File: src/include/ccs_pkg.sv
// Constants, field layouts and carrier types for the CPU clock switch and clock output block.
package ccs_pkg;
  localparam int CCS_CLK_HZ = 40_000_000;
  localparam real CCS_STAB_MS = 31.3;
  localparam int CCS_STAB_CYCLES = int'($ceil(CCS_STAB_MS * CCS_CLK_HZ / 1000.0));
  localparam int CCS_MAIN_HZ = 4_194_304;
  localparam int CCS_SUB_HZ = 32_768;
  localparam int CCS_SWAP_CYCLES = CCS_MAIN_HZ / (4 * CCS_SUB_HZ);
  localparam int CCS_LAT_FROM_DIV64 = 1;
  localparam int CCS_LAT_FROM_DIV8 = 8;
  localparam int CCS_LAT_FROM_DIV4 = 16;
  localparam int CCS_CNT_W = 6;
  localparam int CCS_LAT_W = 6;

  localparam logic [7:0] CCS_ADDR_POWER = 8'hb3;
  localparam logic [7:0] CCS_ADDR_SYSCLK = 8'hb7;
  localparam logic [7:0] CCS_ADDR_CLKOUT1 = 8'hb8;
  localparam logic [7:0] CCS_ADDR_CLKOUT2 = 8'hb9;
  localparam logic [7:0] CCS_ADDR_PORT = 8'hba;

  localparam int CCS_SYS_SRC = 0;
  localparam int CCS_SYS_SUBDIS = 2;
  localparam int CCS_SYS_MSTOP = 3;
  localparam int CCS_PWR_DIV_LSB = 0;
  localparam int CCS_PWR_MODE_LSB = 2;
  localparam int CCS_CO1_SRC_LSB = 0;
  localparam int CCS_CO1_MASTER = 3;
  localparam int CCS_CO2_OVR = 0;
  localparam int CCS_CO2_EN_A = 1;
  localparam int CCS_CO2_EN_B = 2;
  localparam int CCS_CO2_DUTY = 3;
  localparam int CCS_PORT_LATCH_A = 0;
  localparam int CCS_PORT_LATCH_B = 1;
  localparam int CCS_PORT_DIR_A = 2;
  localparam int CCS_PORT_DIR_B = 3;

  localparam logic [3:0] CCS_RST_SYSCLK = 4'h0;
  localparam logic [3:0] CCS_RST_POWER = 4'h0;
  localparam logic [3:0] CCS_RST_CLKOUT1 = 4'h0;
  localparam logic [3:0] CCS_RST_CLKOUT2 = 4'h0;
  localparam logic [3:0] CCS_RST_PORT = 4'h0;
  localparam logic [3:0] CCS_MASK_SYSCLK = 4'hd;
  localparam logic [3:0] CCS_MASK_CLKOUT1 = 4'hb;

  typedef enum logic [1:0] {CCS_DIV64, CCS_DIV8, CCS_DIV4} ccs_div_t;

  typedef struct packed {
    logic [1:0] src;
    logic master;
    logic duty;
    logic en_a;
    logic en_b;
    logic override;
  } ccs_clkout_cfg_t;
endpackage

File: src/design/ccs_tick_div.sv
// Edge counter that divides a stream of source-clock ticks.
`timescale 1ns/1ps
`default_nettype none
module ccs_tick_div #(
  parameter int W = 6
) (
  input wire logic clk, // System clock.
  input wire logic rst_n, // Asynchronous reset, active low.
  input wire logic tick, // One source-clock edge.
  input wire logic clear, // Restart the count at zero.
  output logic [W-1:0] count // Running count of ticks.
);
  logic [W-1:0] count_next;

  initial begin
    if (W < 2) begin
      $error("ccs_tick_div needs at least two bits");
    end
  end

  assign count_next = clear ? '0 : (tick ? W'(count + 1'b1) : count);

  always_ff @(posedge clk or negedge rst_n) begin
    if (!rst_n) begin
      count <= '0;
    end else begin
      count <= count_next;
    end
  end
endmodule // ccs_tick_div
`default_nettype wire

File: src/design/ccs_clock_ctrl.sv
// CPU clock source and divider switch with the two-pin clock output circuit.
//
// Implementation choices: strobed register access and the placing of the registers.
`timescale 1ns/1ps
`default_nettype none
module ccs_clock_ctrl
  import ccs_pkg::*;
#(
  parameter int STAB_CYCLES = CCS_STAB_CYCLES,
  parameter int SWAP_CYCLES = CCS_SWAP_CYCLES
) (
  input wire logic clk, // 40 MHz system clock.
  input wire logic rst_n, // Asynchronous reset, active low.
  input wire logic main_osc_clock, // Main oscillator clock pin.
  input wire logic sub_osc_clock, // Subsystem oscillator clock pin.
  input wire logic [7:0] reg_addr, // Register address.
  input wire logic [3:0] reg_wdata, // Register write data.
  input wire logic reg_wr, // Write strobe.
  input wire logic reg_rd, // Read strobe.
  output logic [3:0] reg_rdata, // Read data, valid the cycle after the strobe.
  output logic cpu_clk_o, // Selected CPU clock.
  output logic machine_cycle_o, // Pulse at the end of each machine cycle.
  output logic cpu_run_o, // High once the stabilisation interval is over.
  output logic switch_busy_o, // A clock switch is waiting out its latency.
  output logic main_osc_en_o, // Main oscillator runs while high.
  output logic sub_osc_en_o, // Subsystem oscillator runs while high.
  output logic [1:0] power_mode_o, // Power-down mode bits.
  output logic clock_out_pin_a_o, // Pin A output level.
  output logic clock_out_pin_a_oe, // Pin A output enable.
  output logic clock_out_pin_b_o, // Pin B output level.
  output logic clock_out_pin_b_oe // Pin B output enable.
);
  localparam int STAB_W = $clog2(STAB_CYCLES + 1);

  initial begin
    if (STAB_CYCLES < 1) begin
      $error("STAB_CYCLES must be at least one");
    end
    if (SWAP_CYCLES < 1 || SWAP_CYCLES > 63) begin
      $error("SWAP_CYCLES must lie in 1..63");
    end
  end

  logic [3:0] system_clock_mode_reg;
  logic [3:0] power_control_reg;
  logic [3:0] clock_output_source_enable_reg;
  logic [3:0] clock_output_pin_duty_reg;
  logic [3:0] port_reg;
  logic [3:0] rdata_next;
  logic [1:0] osc_s1_reg, osc_s2_reg, osc_s3_reg;
  logic app_sub_reg, app_sub_next;
  ccs_div_t app_div_reg, app_div_next;
  logic busy_reg, busy_next;
  logic [CCS_LAT_W-1:0] lat_reg, lat_next;
  logic [STAB_W-1:0] stab_reg;
  ccs_clkout_cfg_t act_reg;
  logic [CCS_CNT_W-1:0] fxx_cnt;

  // Register decode and write path.
  wire wr_sys = reg_wr && reg_addr == CCS_ADDR_SYSCLK;
  wire wr_pwr = reg_wr && reg_addr == CCS_ADDR_POWER;
  wire wr_co1 = reg_wr && reg_addr == CCS_ADDR_CLKOUT1;
  wire wr_co2 = reg_wr && reg_addr == CCS_ADDR_CLKOUT2;
  wire wr_port = reg_wr && reg_addr == CCS_ADDR_PORT;
  wire [3:0] rd_mux =
    (reg_addr == CCS_ADDR_SYSCLK) ? system_clock_mode_reg :
    (reg_addr == CCS_ADDR_POWER) ? power_control_reg :
    (reg_addr == CCS_ADDR_CLKOUT1) ? clock_output_source_enable_reg :
    (reg_addr == CCS_ADDR_CLKOUT2) ? clock_output_pin_duty_reg :
    (reg_addr == CCS_ADDR_PORT) ? port_reg : 4'h0;
  assign rdata_next = reg_rd ? rd_mux : 4'h0;

  always_ff @(posedge clk or negedge rst_n) begin
    if (!rst_n) begin
      system_clock_mode_reg <= CCS_RST_SYSCLK;
      power_control_reg <= CCS_RST_POWER;
      clock_output_source_enable_reg <= CCS_RST_CLKOUT1;
      clock_output_pin_duty_reg <= CCS_RST_CLKOUT2;
      port_reg <= CCS_RST_PORT;
      reg_rdata <= 4'h0;
    end else begin
      if (wr_sys) system_clock_mode_reg <= reg_wdata & CCS_MASK_SYSCLK;
      if (wr_pwr) power_control_reg <= reg_wdata;
      if (wr_co1) clock_output_source_enable_reg <= reg_wdata & CCS_MASK_CLKOUT1;
      if (wr_co2) clock_output_pin_duty_reg <= reg_wdata;
      if (wr_port) port_reg <= reg_wdata;
      reg_rdata <= rdata_next;
    end
  end

  // Oscillator pins pass two flip-flops; the third stage feeds edge detection.
  always_ff @(posedge clk or negedge rst_n) begin
    if (!rst_n) begin
      osc_s1_reg <= 2'h0;
      osc_s2_reg <= 2'h0;
      osc_s3_reg <= 2'h0;
    end else begin
      osc_s1_reg <= {sub_osc_clock, main_osc_clock};
      osc_s2_reg <= osc_s1_reg;
      osc_s3_reg <= osc_s2_reg;
    end
  end
  wire main_rise = osc_s2_reg[0] && !osc_s3_reg[0];
  wire fxt_rise = osc_s2_reg[1] && !osc_s3_reg[1];
  wire sub_level = osc_s2_reg[1];

  // Requested source and divider.
  wire req_sub = system_clock_mode_reg[CCS_SYS_SRC];
  wire [1:0] pwr_div = power_control_reg[CCS_PWR_DIV_LSB +: 2];
  ccs_div_t req_div;
  assign req_div = req_sub ? CCS_DIV4 :
                   (pwr_div == 2'h3) ? CCS_DIV4 :
                   (pwr_div == 2'h2) ? CCS_DIV8 : CCS_DIV64;

  // Selected system clock counter; its period end marks a machine cycle.
  wire fxx_tick = app_sub_reg ? fxt_rise : main_rise;
  wire period_end = (app_div_reg == CCS_DIV4) ? (fxx_cnt[1:0] == 2'h3) :
                    (app_div_reg == CCS_DIV8) ? (fxx_cnt[2:0] == 3'h7) :
                    (fxx_cnt == 6'h3f);
  wire mc_tick = fxx_tick && period_end;
  wire cpu_hi = (app_div_reg == CCS_DIV4) ? fxx_cnt[1] :
                (app_div_reg == CCS_DIV8) ? fxx_cnt[2] : fxx_cnt[5];
  wire cpu_hi75 = cpu_hi ||
                  ((app_div_reg == CCS_DIV4) ? fxx_cnt[0] :
                   (app_div_reg == CCS_DIV8) ? fxx_cnt[1] : fxx_cnt[4]);

  // Latency of a pending switch, chosen from the clock being left.
  wire switch_need = (req_sub != app_sub_reg) || (req_div != app_div_reg);
  wire swap_case = app_sub_reg || (app_div_reg == CCS_DIV4 && req_sub);
  wire [CCS_LAT_W-1:0] lat_load =
    swap_case ? CCS_LAT_W'(SWAP_CYCLES) :
    (app_div_reg == CCS_DIV4) ? CCS_LAT_W'(CCS_LAT_FROM_DIV4) :
    (app_div_reg == CCS_DIV8) ? CCS_LAT_W'(CCS_LAT_FROM_DIV8) :
    CCS_LAT_W'(CCS_LAT_FROM_DIV64);
  wire apply = busy_reg && switch_need && mc_tick && lat_reg == 1;

  // The old clock keeps running until the latency ends on a machine-cycle edge.
  always_comb begin
    busy_next = busy_reg;
    lat_next = lat_reg;
    app_sub_next = app_sub_reg;
    app_div_next = app_div_reg;
    if (!busy_reg) begin
      if (switch_need) begin
        busy_next = 1'b1;
        lat_next = lat_load;
      end
    end else if (!switch_need) begin
      busy_next = 1'b0;
    end else if (apply) begin
      busy_next = 1'b0;
      app_sub_next = req_sub;
      app_div_next = req_div;
    end else if (mc_tick) begin
      lat_next = CCS_LAT_W'(lat_reg - 1'b1);
    end
  end

  always_ff @(posedge clk or negedge rst_n) begin
    if (!rst_n) begin
      busy_reg <= 1'b0;
      lat_reg <= '0;
      app_sub_reg <= 1'b0;
      app_div_reg <= CCS_DIV64;
    end else begin
      busy_reg <= busy_next;
      lat_reg <= lat_next;
      app_sub_reg <= app_sub_next;
      app_div_reg <= app_div_next;
    end
  end

  ccs_tick_div #(.W(CCS_CNT_W)) u_fxx_div (
    .clk(clk),
    .rst_n(rst_n),
    .tick(fxx_tick),
    .clear(apply),
    .count(fxx_cnt)
  );

  // Clock output selection; the active copy only follows when both clocks are low.
  ccs_clkout_cfg_t req_cfg;
  assign req_cfg.src = clock_output_source_enable_reg[CCS_CO1_SRC_LSB +: 2];
  assign req_cfg.master = clock_output_source_enable_reg[CCS_CO1_MASTER];
  assign req_cfg.duty = clock_output_pin_duty_reg[CCS_CO2_DUTY];
  assign req_cfg.en_a = clock_output_pin_duty_reg[CCS_CO2_EN_A];
  assign req_cfg.en_b = clock_output_pin_duty_reg[CCS_CO2_EN_B];
  assign req_cfg.override = clock_output_pin_duty_reg[CCS_CO2_OVR];

  function automatic logic co_base(ccs_clkout_cfg_t c, logic [CCS_CNT_W-1:0] n,
                                   logic c50, logic c75, logic sub);
    logic r;
    r = 1'b0;
    if (c.override) begin
      r = sub;
    end else begin
      unique case (c.src)
        2'h0: r = c.duty ? c75 : c50;
        2'h1: r = c.duty ? (n[2] | n[1]) : n[2];
        2'h2: r = c.duty ? (n[3] | n[2]) : n[3];
        2'h3: r = c.duty ? (n[5] | n[4]) : n[5];
      endcase
    end
    return r;
  endfunction

  wire cpu50 = cpu_run_o && cpu_hi;
  wire cpu75 = cpu_run_o && cpu_hi75;
  wire cur_base = co_base(act_reg, fxx_cnt, cpu50, cpu75, sub_level);
  wire new_base = co_base(req_cfg, fxx_cnt, cpu50, cpu75, sub_level);
  wire cfg_take = !cur_base && !new_base;
  wire gate_a = act_reg.master && (act_reg.override || act_reg.en_a);
  wire gate_b = act_reg.master && (act_reg.override || act_reg.en_b);
  wire pin_a_next = gate_a ? cur_base : port_reg[CCS_PORT_LATCH_A];
  wire pin_b_next = gate_b ? cur_base : port_reg[CCS_PORT_LATCH_B];
  wire main_en_next = !(system_clock_mode_reg[CCS_SYS_MSTOP] && app_sub_reg);

  always_ff @(posedge clk or negedge rst_n) begin
    if (!rst_n) begin
      act_reg <= '0;
      stab_reg <= STAB_W'(STAB_CYCLES);
      cpu_run_o <= 1'b0;
      cpu_clk_o <= 1'b0;
      machine_cycle_o <= 1'b0;
      switch_busy_o <= 1'b0;
      main_osc_en_o <= 1'b1;
      sub_osc_en_o <= 1'b1;
      power_mode_o <= 2'h0;
      clock_out_pin_a_o <= 1'b0;
      clock_out_pin_a_oe <= 1'b0;
      clock_out_pin_b_o <= 1'b0;
      clock_out_pin_b_oe <= 1'b0;
    end else begin
      if (cfg_take) act_reg <= req_cfg;
      if (stab_reg != 0) stab_reg <= STAB_W'(stab_reg - 1'b1);
      cpu_run_o <= (stab_reg == 0);
      cpu_clk_o <= cpu50;
      machine_cycle_o <= mc_tick && cpu_run_o;
      switch_busy_o <= busy_reg;
      main_osc_en_o <= main_en_next;
      sub_osc_en_o <= !system_clock_mode_reg[CCS_SYS_SUBDIS];
      power_mode_o <= power_control_reg[CCS_PWR_MODE_LSB +: 2];
      clock_out_pin_a_o <= pin_a_next;
      clock_out_pin_a_oe <= port_reg[CCS_PORT_DIR_A];
      clock_out_pin_b_o <= pin_b_next;
      clock_out_pin_b_oe <= port_reg[CCS_PORT_DIR_B];
    end
  end

  // Checks.
  property p_sub_osc;
    @(posedge clk) disable iff (!rst_n)
    wr_sys ##1 1'b1 |=> sub_osc_en_o == !$past(reg_wdata[CCS_SYS_SUBDIS], 2);
  endproperty
  a_sub_osc: assert property (p_sub_osc) else $error("sub oscillator enable wrong");
  property p_run;
    @(posedge clk) disable iff (!rst_n)
    (!cpu_run_o && stab_reg == 0) |=> cpu_run_o ##1 cpu_run_o;
  endproperty
  a_run: assert property (p_run) else $error("CPU did not start after stabilisation");
  property p_lat64;
    @(posedge clk) disable iff (!rst_n)
    $rose(busy_reg) && !$past(app_sub_reg) && $past(app_div_reg) == CCS_DIV64
      && !$past(req_sub) |-> lat_reg == 6'h01;
  endproperty
  a_lat64: assert property (p_lat64) else $error("latency from divide by 64 wrong");
  property p_lat8;
    @(posedge clk) disable iff (!rst_n)
    $rose(busy_reg) && !$past(app_sub_reg) && $past(app_div_reg) == CCS_DIV8
      |-> lat_reg == 6'h08;
  endproperty
  a_lat8: assert property (p_lat8) else $error("latency from divide by 8 wrong");
  property p_lat_swap;
    @(posedge clk) disable iff (!rst_n)
    $rose(busy_reg) && $past(app_sub_reg) |-> lat_reg == CCS_LAT_W'(SWAP_CYCLES);
  endproperty
  a_lat_swap: assert property (p_lat_swap) else $error("swap latency wrong");
  property p_apply_edge;
    @(posedge clk) disable iff (!rst_n)
    ($changed(app_sub_reg) || $changed(app_div_reg)) |-> $past(mc_tick) && fxx_cnt == 6'h00;
  endproperty
  a_apply_edge: assert property (p_apply_edge) else $error("switch not on a cycle edge");
  property p_main_stop;
    @(posedge clk) disable iff (!rst_n)
    $fell(main_osc_en_o) |-> $past(app_sub_reg);
  endproperty
  a_main_stop: assert property (p_main_stop) else $error("main stopped while selected");
  property p_master;
    @(posedge clk) disable iff (!rst_n)
    !act_reg.master |=> clock_out_pin_a_o == $past(port_reg[CCS_PORT_LATCH_A])
      && clock_out_pin_b_o == $past(port_reg[CCS_PORT_LATCH_B]);
  endproperty
  a_master: assert property (p_master) else $error("clock reached pin while blocked");
  property p_override;
    @(posedge clk) disable iff (!rst_n)
    act_reg.master && act_reg.override |=> clock_out_pin_b_o == $past(sub_level)
      && clock_out_pin_a_o == $past(sub_level);
  endproperty
  a_override: assert property (p_override) else $error("override clock missing");
  property p_pin_a;
    @(posedge clk) disable iff (!rst_n)
    act_reg.master && act_reg.en_a |=> clock_out_pin_a_o == $past(cur_base);
  endproperty
  a_pin_a: assert property (p_pin_a) else $error("pin A clock wrong");
  property p_pin_b;
    @(posedge clk) disable iff (!rst_n)
    !act_reg.en_b && !act_reg.override |=> clock_out_pin_b_o == $past(port_reg[CCS_PORT_LATCH_B]);
  endproperty
  a_pin_b: assert property (p_pin_b) else $error("pin B clocked while disabled");
  c_to_sub: cover property (@(posedge clk) disable iff (!rst_n) $rose(app_sub_reg));
  c_to_div4: cover property (@(posedge clk) disable iff (!rst_n)
    $changed(app_div_reg) && app_div_reg == CCS_DIV4);
  c_override: cover property (@(posedge clk) disable iff (!rst_n)
    act_reg.master && act_reg.override && clock_out_pin_a_o);
  c_main_off: cover property (@(posedge clk) disable iff (!rst_n) $fell(main_osc_en_o));
endmodule // ccs_clock_ctrl
`default_nettype wire

File: config.mk
export PLATFORM = sky130hd
export DESIGN_NAME = ccs_clock_ctrl
export DESIGN_NICKNAME = d
export VERILOG_FILES = /design/src/include/ccs_pkg.sv /design/src/design/ccs_tick_div.sv /design/src/design/ccs_clock_ctrl.sv
export SDC_FILE = /design/constraint.sdc
export NUM_CORES = 1
export LEC_CHECK = 0
export BUFFER_PORTS_ARGS = -buffer_cell sky130_fd_sc_hd__buf_2
export CAP_MARGIN = 20
export CORE_UTILIZATION = 45
export CTS_CLUSTER_SIZE = 14
export DETAILED_ROUTE_END_ITERATION = 10
export PLACE_DENSITY_LB_ADDON = 0.1
export SYNTH_ARGS = -nofsm -noshare
export SYNTH_HDL_FRONTEND = slang
export SYNTH_HIERARCHICAL = 1
export SYNTH_SLANG_ARGS = --single-unit
File: constraint.sdc
create_clock -name clk -period 2.2 [get_ports clk]
set_clock_uncertainty 0.15 [all_clocks]
set_input_delay 0.11 -clock clk [delete_from_list [all_inputs] [get_ports clk]]
set_output_delay 0.11 -clock clk [all_outputs]
set_load 0.01 [all_outputs]
== Yosys cells after proc, flatten, opt, wreduce, memory -nomap -nowiden ==
Cells that the tools add are included.
W data, S select, Z words.
Storage, ports and cells
  output and inout bits: 16
  bits of input ports: 18
  bits in registers: 84
  word-level logic and storage cells: 142
Cells by class
  add/sub/neg operators: 3
  muxes and demuxes: 44
  reductions and logical operators: 37
  equal/unequal tests: 23
  bitwise logic cells: 3
Operators with widths (number)
  $mux W6: 8
  $eq A8 B8 Y1 const B: 5
  $mux W4: 7
  $mux W1: 24
  $logic_not A21 Y1: 1
  $reduce_bool A21 Y1: 1
  $sub A21 B1 Y21 const B: 1
  $logic_and A1 B1 Y1: 19
  $eq A2 B2 Y1 const B: 8
  $pmux W1 S4: 2
  $add A6 B1 Y6 const B: 1
  $eq A2 B1 Y1 const B: 3
  $eq A6 B1 Y1 const B: 1
  $eq A6 B6 Y1 const B: 1
  $logic_not A1 Y1: 6
  $reduce_and A3 Y1: 2
  $sub A6 B1 Y6 const B: 1
  $logic_or A1 B1 Y1: 5
  $mux W5: 1
  $logic_not A2 Y1: 2
  $mux W2: 2
  $eq A3 B3 Y1 const B: 1
  $or A1 B1 Y1: 3
  $ne A2 B1 Y1 const B: 1
  4 further kinds: 4

== Logic depth before layout (Yosys ltp) ==
  depth in word-level cells: 12
  depth in mapped cells: 8
  depth with buffers taken out: 8

== Cells and area by module ==
The synthesis kept the hierarchy.
Modules (own cells, without submodules)
  ccs_clock_ctrl: times used 1, cells each 324, sequential area each 1964.4 um^2, area an instance 3742.3 um^2
  ccs_tick_div: times used 1, cells each 24, sequential area each 150.1 um^2, area an instance 269.0 um^2

== Least setup slack after synthesis ==
Ideal clock, no wire load.
  path kind: register to register
  from: register app_div_reg[1]
  to: register act_reg[1] (netlist name)
  period minus slack after synthesis: 2.445 ns
  arrival time: 2.171 ns
  setup time: 0.125 ns
  required time: 1.925 ns
  buffers on the path: 0
  stages on the path, launching flop included: 9
  setup slack: -0.245 ns
  path through: dfrtp_1 > inv_1 > ha_1 > mux2i_1 > a211oi_2 > a2111oi_0 > nor2_1 > a211oi_4 > mux2_2
Between the ends
  elaborated cells between the ends (all ways): 18
  those cells by class: eq/ne (2); mux (10); reduce/logical (6)
RTL lines
  start, declared: line ccs_clock_ctrl.sv:52  | ccs_div_t app_div_reg, app_div_next;
  start signal, assigned: line ccs_clock_ctrl.sv:169  | app_div_reg <= app_div_next;
  $eq A2 B1 Y1: line ccs_clock_ctrl.sv:122  | (app_div_reg == CCS_DIV8) ? fxx_cnt[2] : fxx_cnt[5];
  $mux W1: line ccs_clock_ctrl.sv:122
  $mux W1 *: line ccs_clock_ctrl.sv:121  | wire cpu_hi = (app_div_reg == CCS_DIV4) ? fxx_cnt[1] :
  $logic_and A1 B1 Y1 *: line ccs_clock_ctrl.sv:207  | wire cpu50 = cpu_run_o && cpu_hi;
  via cpu50: line ccs_clock_ctrl.sv:207
  $mux W1: line ccs_clock_ctrl.sv:198  | 2'h0: r = c.duty ? c75 : c50;
  $pmux W1 S4: line ccs_clock_ctrl.sv:197  | unique case (c.src)
  $mux W1: line ccs_clock_ctrl.sv:194  | if (c.override) begin
  $logic_not A1 Y1: line ccs_clock_ctrl.sv:211  | wire cfg_take = !cur_base && !new_base;
  $logic_and A1 B1 Y1 *: line ccs_clock_ctrl.sv:211
  end signal, assigned: line ccs_clock_ctrl.sv:234  | if (cfg_take) act_reg <= req_cfg;
  end, declared: line ccs_clock_ctrl.sv:56  | ccs_clkout_cfg_t act_reg;
The timed path passes the listed nets; every way through them passes the cells marked *.
A chain may end at the register's enable or synchronous reset.

== Worst setup path after layout ==
  from: register app_div_reg[1]
  to: register act_reg[6] (netlist name)
Between the ends
  word-level cells in the longest chain between the ends: 10
  elaborated cells between the ends (all ways): 18
  those cells by class: eq/ne (2); mux (10); reduce/logical (6)
RTL lines
  $eq A2 B1 Y1: line ccs_clock_ctrl.sv:122, ccs_clock_ctrl.sv:125
  $mux W1, on equally long branches: line ccs_clock_ctrl.sv:122, ccs_clock_ctrl.sv:125
  $mux W1, on equally long branches: line ccs_clock_ctrl.sv:121, ccs_clock_ctrl.sv:124
  $logic_or A1 B1 Y1: line ccs_clock_ctrl.sv:123  | wire cpu_hi75 = cpu_hi ||
  $logic_and A1 B1 Y1: line ccs_clock_ctrl.sv:208  | wire cpu75 = cpu_run_o && cpu_hi75;
  $mux W1: line ccs_clock_ctrl.sv:198
  $pmux W1 S4: line ccs_clock_ctrl.sv:197
  $mux W1: line ccs_clock_ctrl.sv:194
  $logic_not A1 Y1: line ccs_clock_ctrl.sv:211
  $logic_and A1 B1 Y1 *: line ccs_clock_ctrl.sv:211
Every way passes the cells marked *; elsewhere a longest branch is shown, timed or not.

==> metrics.csv <==
metric,value,unit
drc_marker_count_from_the_first_detailed_route_iteration,88,
drtAntennaViolNets,0,
num-fill-cells,735,
clkSlewWorstSetupHoldPaths,90,ps
power_density,763,nW/um2
post-route-drc-count,0,
initial_util,0.462,
synth.ff_latch_count,84,
timing.final.setup_violations,11,
die_height,96.4,um
crit_path_max_fanout,6,
netlist_instances,348,
design.core.area,8680,um2
regToRegEndpoint,act_reg[6]$_DFFE_PN0P_,
multi_input_comb_area,1980,um2
yosysWarningCount,6,
n_antenna_cell,0,
cts_made_buffers,9,
max_reg_flops,21,
ios,34,
min_to,reg_rdata[1]$_DFF_PN0_,
clock_tree.htree_level_count,3,
place.gp.congestion,0.824,
postLayoutCellArea,5140,um2
cp-end-kind,register,
leakagePower,2.45,nW
syn-num-nets,374,
place_hpwl,5.76,mm
globalRouteTotalUtil,0.196,
tns,-2550,ps
worstSkewPairLatency,360,ps
cts.root.buffer_cell,sky130_fd_sc_hd__clkbuf_8,
timing.critical_path.cells,inv_2 > ha_4 > mux2i_2 > a211oi_2 > buf_4 > a211oi_4 > o221ai_4 > a211oi_4 > buf_6 > mux2_4,
synth_cell_types,58,
min_from,reg_addr[2],
worst-path-buf-inv,3,
critical_path.slowest_cell,sky130_fd_sc_hd__dfrtp_1,
worst-r2r-cell-count,10,
tritoncts,built,
grt_first_pass_wirelength,13.7,mm
cts_sinks,84,
achievable-frequency,401,MHz
rows,34,
data_required_time_at_the_worst_endpoint,2290,ps
grt_max_degree,41,
finalHoldViolCount,0,
drv.max_cap_violation_count,0,
holdCritPathClass,input pin to register,
grt_antenna_before_repair,0,
floorplan.die.width,96.4,um
drt-pass1-iter-count,4,
period_minus_slack,2490,ps
layout-drive-gt1-share,0.383,
global_route_total_overflow,0,
num_vias,2973,
ys_async_sr_fraction,1.00,
timing_worst_slew_pin_value,534,ps
syn_area,4010,um2
rsz0062_at_grt,true,
finalMaxSlewViolations,0,
result_of_the_run,finished with violations,
final-seq-area,2120,um2
placement.setup.worst_slack,-338,ps
setup_ws,-294,ps
critPathArrivalTime,2580,ps
slew-limit-headroom,0.644,
portion_of_the_post_synthesis_area_used_by_sequential_elements,0.527,
peakVddDrop,405,uV
worst_setup_path_start_kind,register,
fin_crit_sh,1.13,
routed_wirelength,8.47,mm
areaGrowthSynthToFinish,28.1,%
regToRegSetupSlack,-290,ps
timing.critical_path.slowest_cell_delay,400,ps
drt-vias-per-instance,5.34,
critPathTopFamily,compound AO/OA/AOI/OAI gates,
wl_per_cell,15.2,um
synth_enable_flop_cells,0,
place_area,4630,um2
timing.hold.worst_path_depth,3,
ys.flop_type,sky130_fd_sc_hd__dfrtp_1,
violations,setup timing,
maximum_root_to_sink_buffer_count,2,
via_count_of_the_first_global_routing_pass,2927,
die-area,9300,um2
reg_to_reg_start,app_div_reg[1]$_DFFE_PN0P_,
synth_area_per_cell,11.5,um2
nets,470,
type_of_the_worst_setup_path,register to register,
most_frequent_cp_cell,sky130_fd_sc_hd__a211oi_4,
port_buffers,33,
==> worst max path at each step <==
| stage | to | slack (ps) | start | cells past startpoint |
|---|---|---|---|---|
| 2_1_floorplan | act_reg[1]$_DFFE_PN0P_ | -190 | app_div_reg[1]$_DFFE_PN0P_ | 8 |
| 3_3_place_gp | act_reg[1]$_DFFE_PN0P_ | -280 | app_div_reg[1]$_DFFE_PN0P_ | 8 |
| 3_5_place_dp | act_reg[4]$_DFFE_PN0P_ | -340 | app_div_reg[1]$_DFFE_PN0P_ | 9 |
| 4_1_cts | act_reg[2]$_DFFE_PN0P_ | -280 | app_div_reg[1]$_DFFE_PN0P_ | 10 |
| 5_1_grt | act_reg[2]$_DFFE_PN0P_ | -370 | app_div_reg[1]$_DFFE_PN0P_ | 10 |
| 6_report | act_reg[6]$_DFFE_PN0P_ | -290 | app_div_reg[1]$_DFFE_PN0P_ | 10 |
==> worst register-to-register path, stage by stage (launching register included) <==
cell	delay, ps
sky130_fd_sc_hd__dfrtp_1	400
sky130_fd_sc_hd__inv_2	80
sky130_fd_sc_hd__ha_4	160
sky130_fd_sc_hd__mux2i_2	220
sky130_fd_sc_hd__a211oi_2	120
sky130_fd_sc_hd__buf_4	150
sky130_fd_sc_hd__a211oi_4	290
sky130_fd_sc_hd__o221ai_4	150
sky130_fd_sc_hd__a211oi_4	190
sky130_fd_sc_hd__buf_6	170
sky130_fd_sc_hd__mux2_4	300
==> cell usage after synthesis, types with 3 or more instances <==
| master | number | area, um2 |
|---|---|---|
| sky130_fd_sc_hd__dfrtp_1 | 74 | 1850 |
| sky130_fd_sc_hd__nand2_1 | 33 | 124 |
| sky130_fd_sc_hd__mux2_2 | 26 | 293 |
| sky130_fd_sc_hd__nor2_1 | 26 | 97.6 |
| sky130_fd_sc_hd__o21ai_0 | 15 | 75.1 |
| sky130_fd_sc_hd__inv_1 | 12 | 45.0 |
| sky130_fd_sc_hd__nor3_1 | 11 | 55.1 |
| sky130_fd_sc_hd__xnor2_1 | 11 | 96.3 |
| sky130_fd_sc_hd__dfstp_2 | 10 | 263 |
| sky130_fd_sc_hd__mux2i_1 | 10 | 100 |
| sky130_fd_sc_hd__a211oi_1 | 9 | 67.6 |
| sky130_fd_sc_hd__xor2_1 | 9 | 78.8 |
| sky130_fd_sc_hd__ha_1 | 8 | 100 |
| sky130_fd_sc_hd__nand3_1 | 8 | 40.0 |
| sky130_fd_sc_hd__nor2b_1 | 6 | 37.5 |
| sky130_fd_sc_hd__or3_1 | 6 | 37.5 |
| sky130_fd_sc_hd__nor4_1 | 5 | 31.3 |
| sky130_fd_sc_hd__a21oi_1 | 4 | 20.0 |
| sky130_fd_sc_hd__and3_1 | 4 | 25.0 |
| sky130_fd_sc_hd__a31oi_1 | 3 | 18.8 |
| sky130_fd_sc_hd__clkbuf_1 | 3 | 11.3 |
| sky130_fd_sc_hd__nand3b_1 | 3 | 22.5 |
| sky130_fd_sc_hd__nand4_1 | 3 | 18.8 |
| sky130_fd_sc_hd__nand4_2 | 3 | 37.5 |
| sky130_fd_sc_hd__nor3b_1 | 3 | 22.5 |
| sky130_fd_sc_hd__o211ai_1 | 3 | 22.5 |
| sky130_fd_sc_hd__or4_1 | 3 | 22.5 |
==> cell families (layout without fill, tap and decap cells) <==
| family | Yosys count | count (layout) | synth area share |
|---|---|---|---|
| muxes | 37 | 37 | 0.101 |
| AOI/OAI and AO/OA | 54 | 54 | 0.104 |
| buffers and inverters | 18 | 119 | 0.0175 |
| DFF | 84 | 84 | 0.527 |
| xor gates and xnor gates | 20 | 20 | 0.0437 |
| adders and majority gates | 8 | 8 | 0.0250 |
| and+or+nand+nor | 127 | 127 | 0.182 |
==> cell type report <==
type | instances | share of cell area
sequential | 84 | 0.412
tap | 108 | 0.0263
timing repair buffer | 91 | 0.129
inverter | 12 | 0.00877
clock inverter | 5 | 0.0117
clock buffer | 11 | 0.0275
multi-input combinational | 246 | 0.385
==> per-layer routing <==
metal	wire, um	part of all wire	track usage
met4	89	0.011	0.0551
met1	3900	0.46	0.241
met2	4220	0.50	0.345
met3	267	0.032	0.0446
met5	0	0	0
==> power by group <==
part	switching, mW	internal [mW]
Clock	0.574	0.561
Sequential	0.140	1.68
Combinational	0.476	0.494
Total	1.19	2.73
==> stage by stage <==
| step | utilization | std cells | total power, mW | hold slack, ps |
|---|---|---|---|---|
| 4_1_cts | 0.574 | 551 | 3.87 | 9.10 |
| 3_5_place_dp | 0.534 | 523 | 2.64 | -18.2 |
| 5_1_grt | 0.592 | 557 | 4.14 | 36.1 |
| 6_report | 0.592 | 557 | 3.92 | 35.0 |
| 3_3_place_gp | 0.534 | 523 | 2.61 | -23.8 |
| 2_1_floorplan | - | 348 | 2.29 | -336 |
==> layout by cell type (no fill, tap or decap), types with 3 or more instances in the layout <==
cell type and n:
sky130_fd_sc_hd__nand4_1 3, sky130_fd_sc_hd__xnor2_1 11, sky130_fd_sc_hd__nor4_4 3, sky130_fd_sc_hd__and3_1 4, sky130_fd_sc_hd__a211oi_2 3, sky130_fd_sc_hd__a211oi_1 6, sky130_fd_sc_hd__mux2i_1 8, sky130_fd_sc_hd__buf_6 4
sky130_fd_sc_hd__or4_1 3, sky130_fd_sc_hd__a21oi_1 4, sky130_fd_sc_hd__o211ai_1 3, sky130_fd_sc_hd__inv_1 10, sky130_fd_sc_hd__mux2_2 20, sky130_fd_sc_hd__dfstp_2 10, sky130_fd_sc_hd__nor4_1 4, sky130_fd_sc_hd__xor2_1 9
sky130_fd_sc_hd__nor2_1 25, sky130_fd_sc_hd__nand3b_1 3, sky130_fd_sc_hd__mux2_4 7, sky130_fd_sc_hd__dfrtp_1 73, sky130_fd_sc_hd__o21ai_0 13, sky130_fd_sc_hd__nand2_1 33, sky130_fd_sc_hd__nor2b_1 6, sky130_fd_sc_hd__buf_4 45
sky130_fd_sc_hd__nor3b_1 3, sky130_fd_sc_hd__buf_2 32, sky130_fd_sc_hd__dlygate4sd3_1 8, sky130_fd_sc_hd__nand4_2 3, sky130_fd_sc_hd__nor3_2 3, sky130_fd_sc_hd__clkbuf_8 10, sky130_fd_sc_hd__ha_1 6, sky130_fd_sc_hd__a31oi_1 3
sky130_fd_sc_hd__nand3_1 8, sky130_fd_sc_hd__or3_1 5, sky130_fd_sc_hd__nor3_1 9
==> timing repair <==
action	4_1_cts	5_1_grt
pin swaps	6	8
hold endpoints to repair	68	0
endpoints found under the setup margin	11	21
gates resized for setup	6	23
gates cloned	0	0
setup buffers	5	6
hold buffers	8	0
Power figures use the tool's default switching activity.
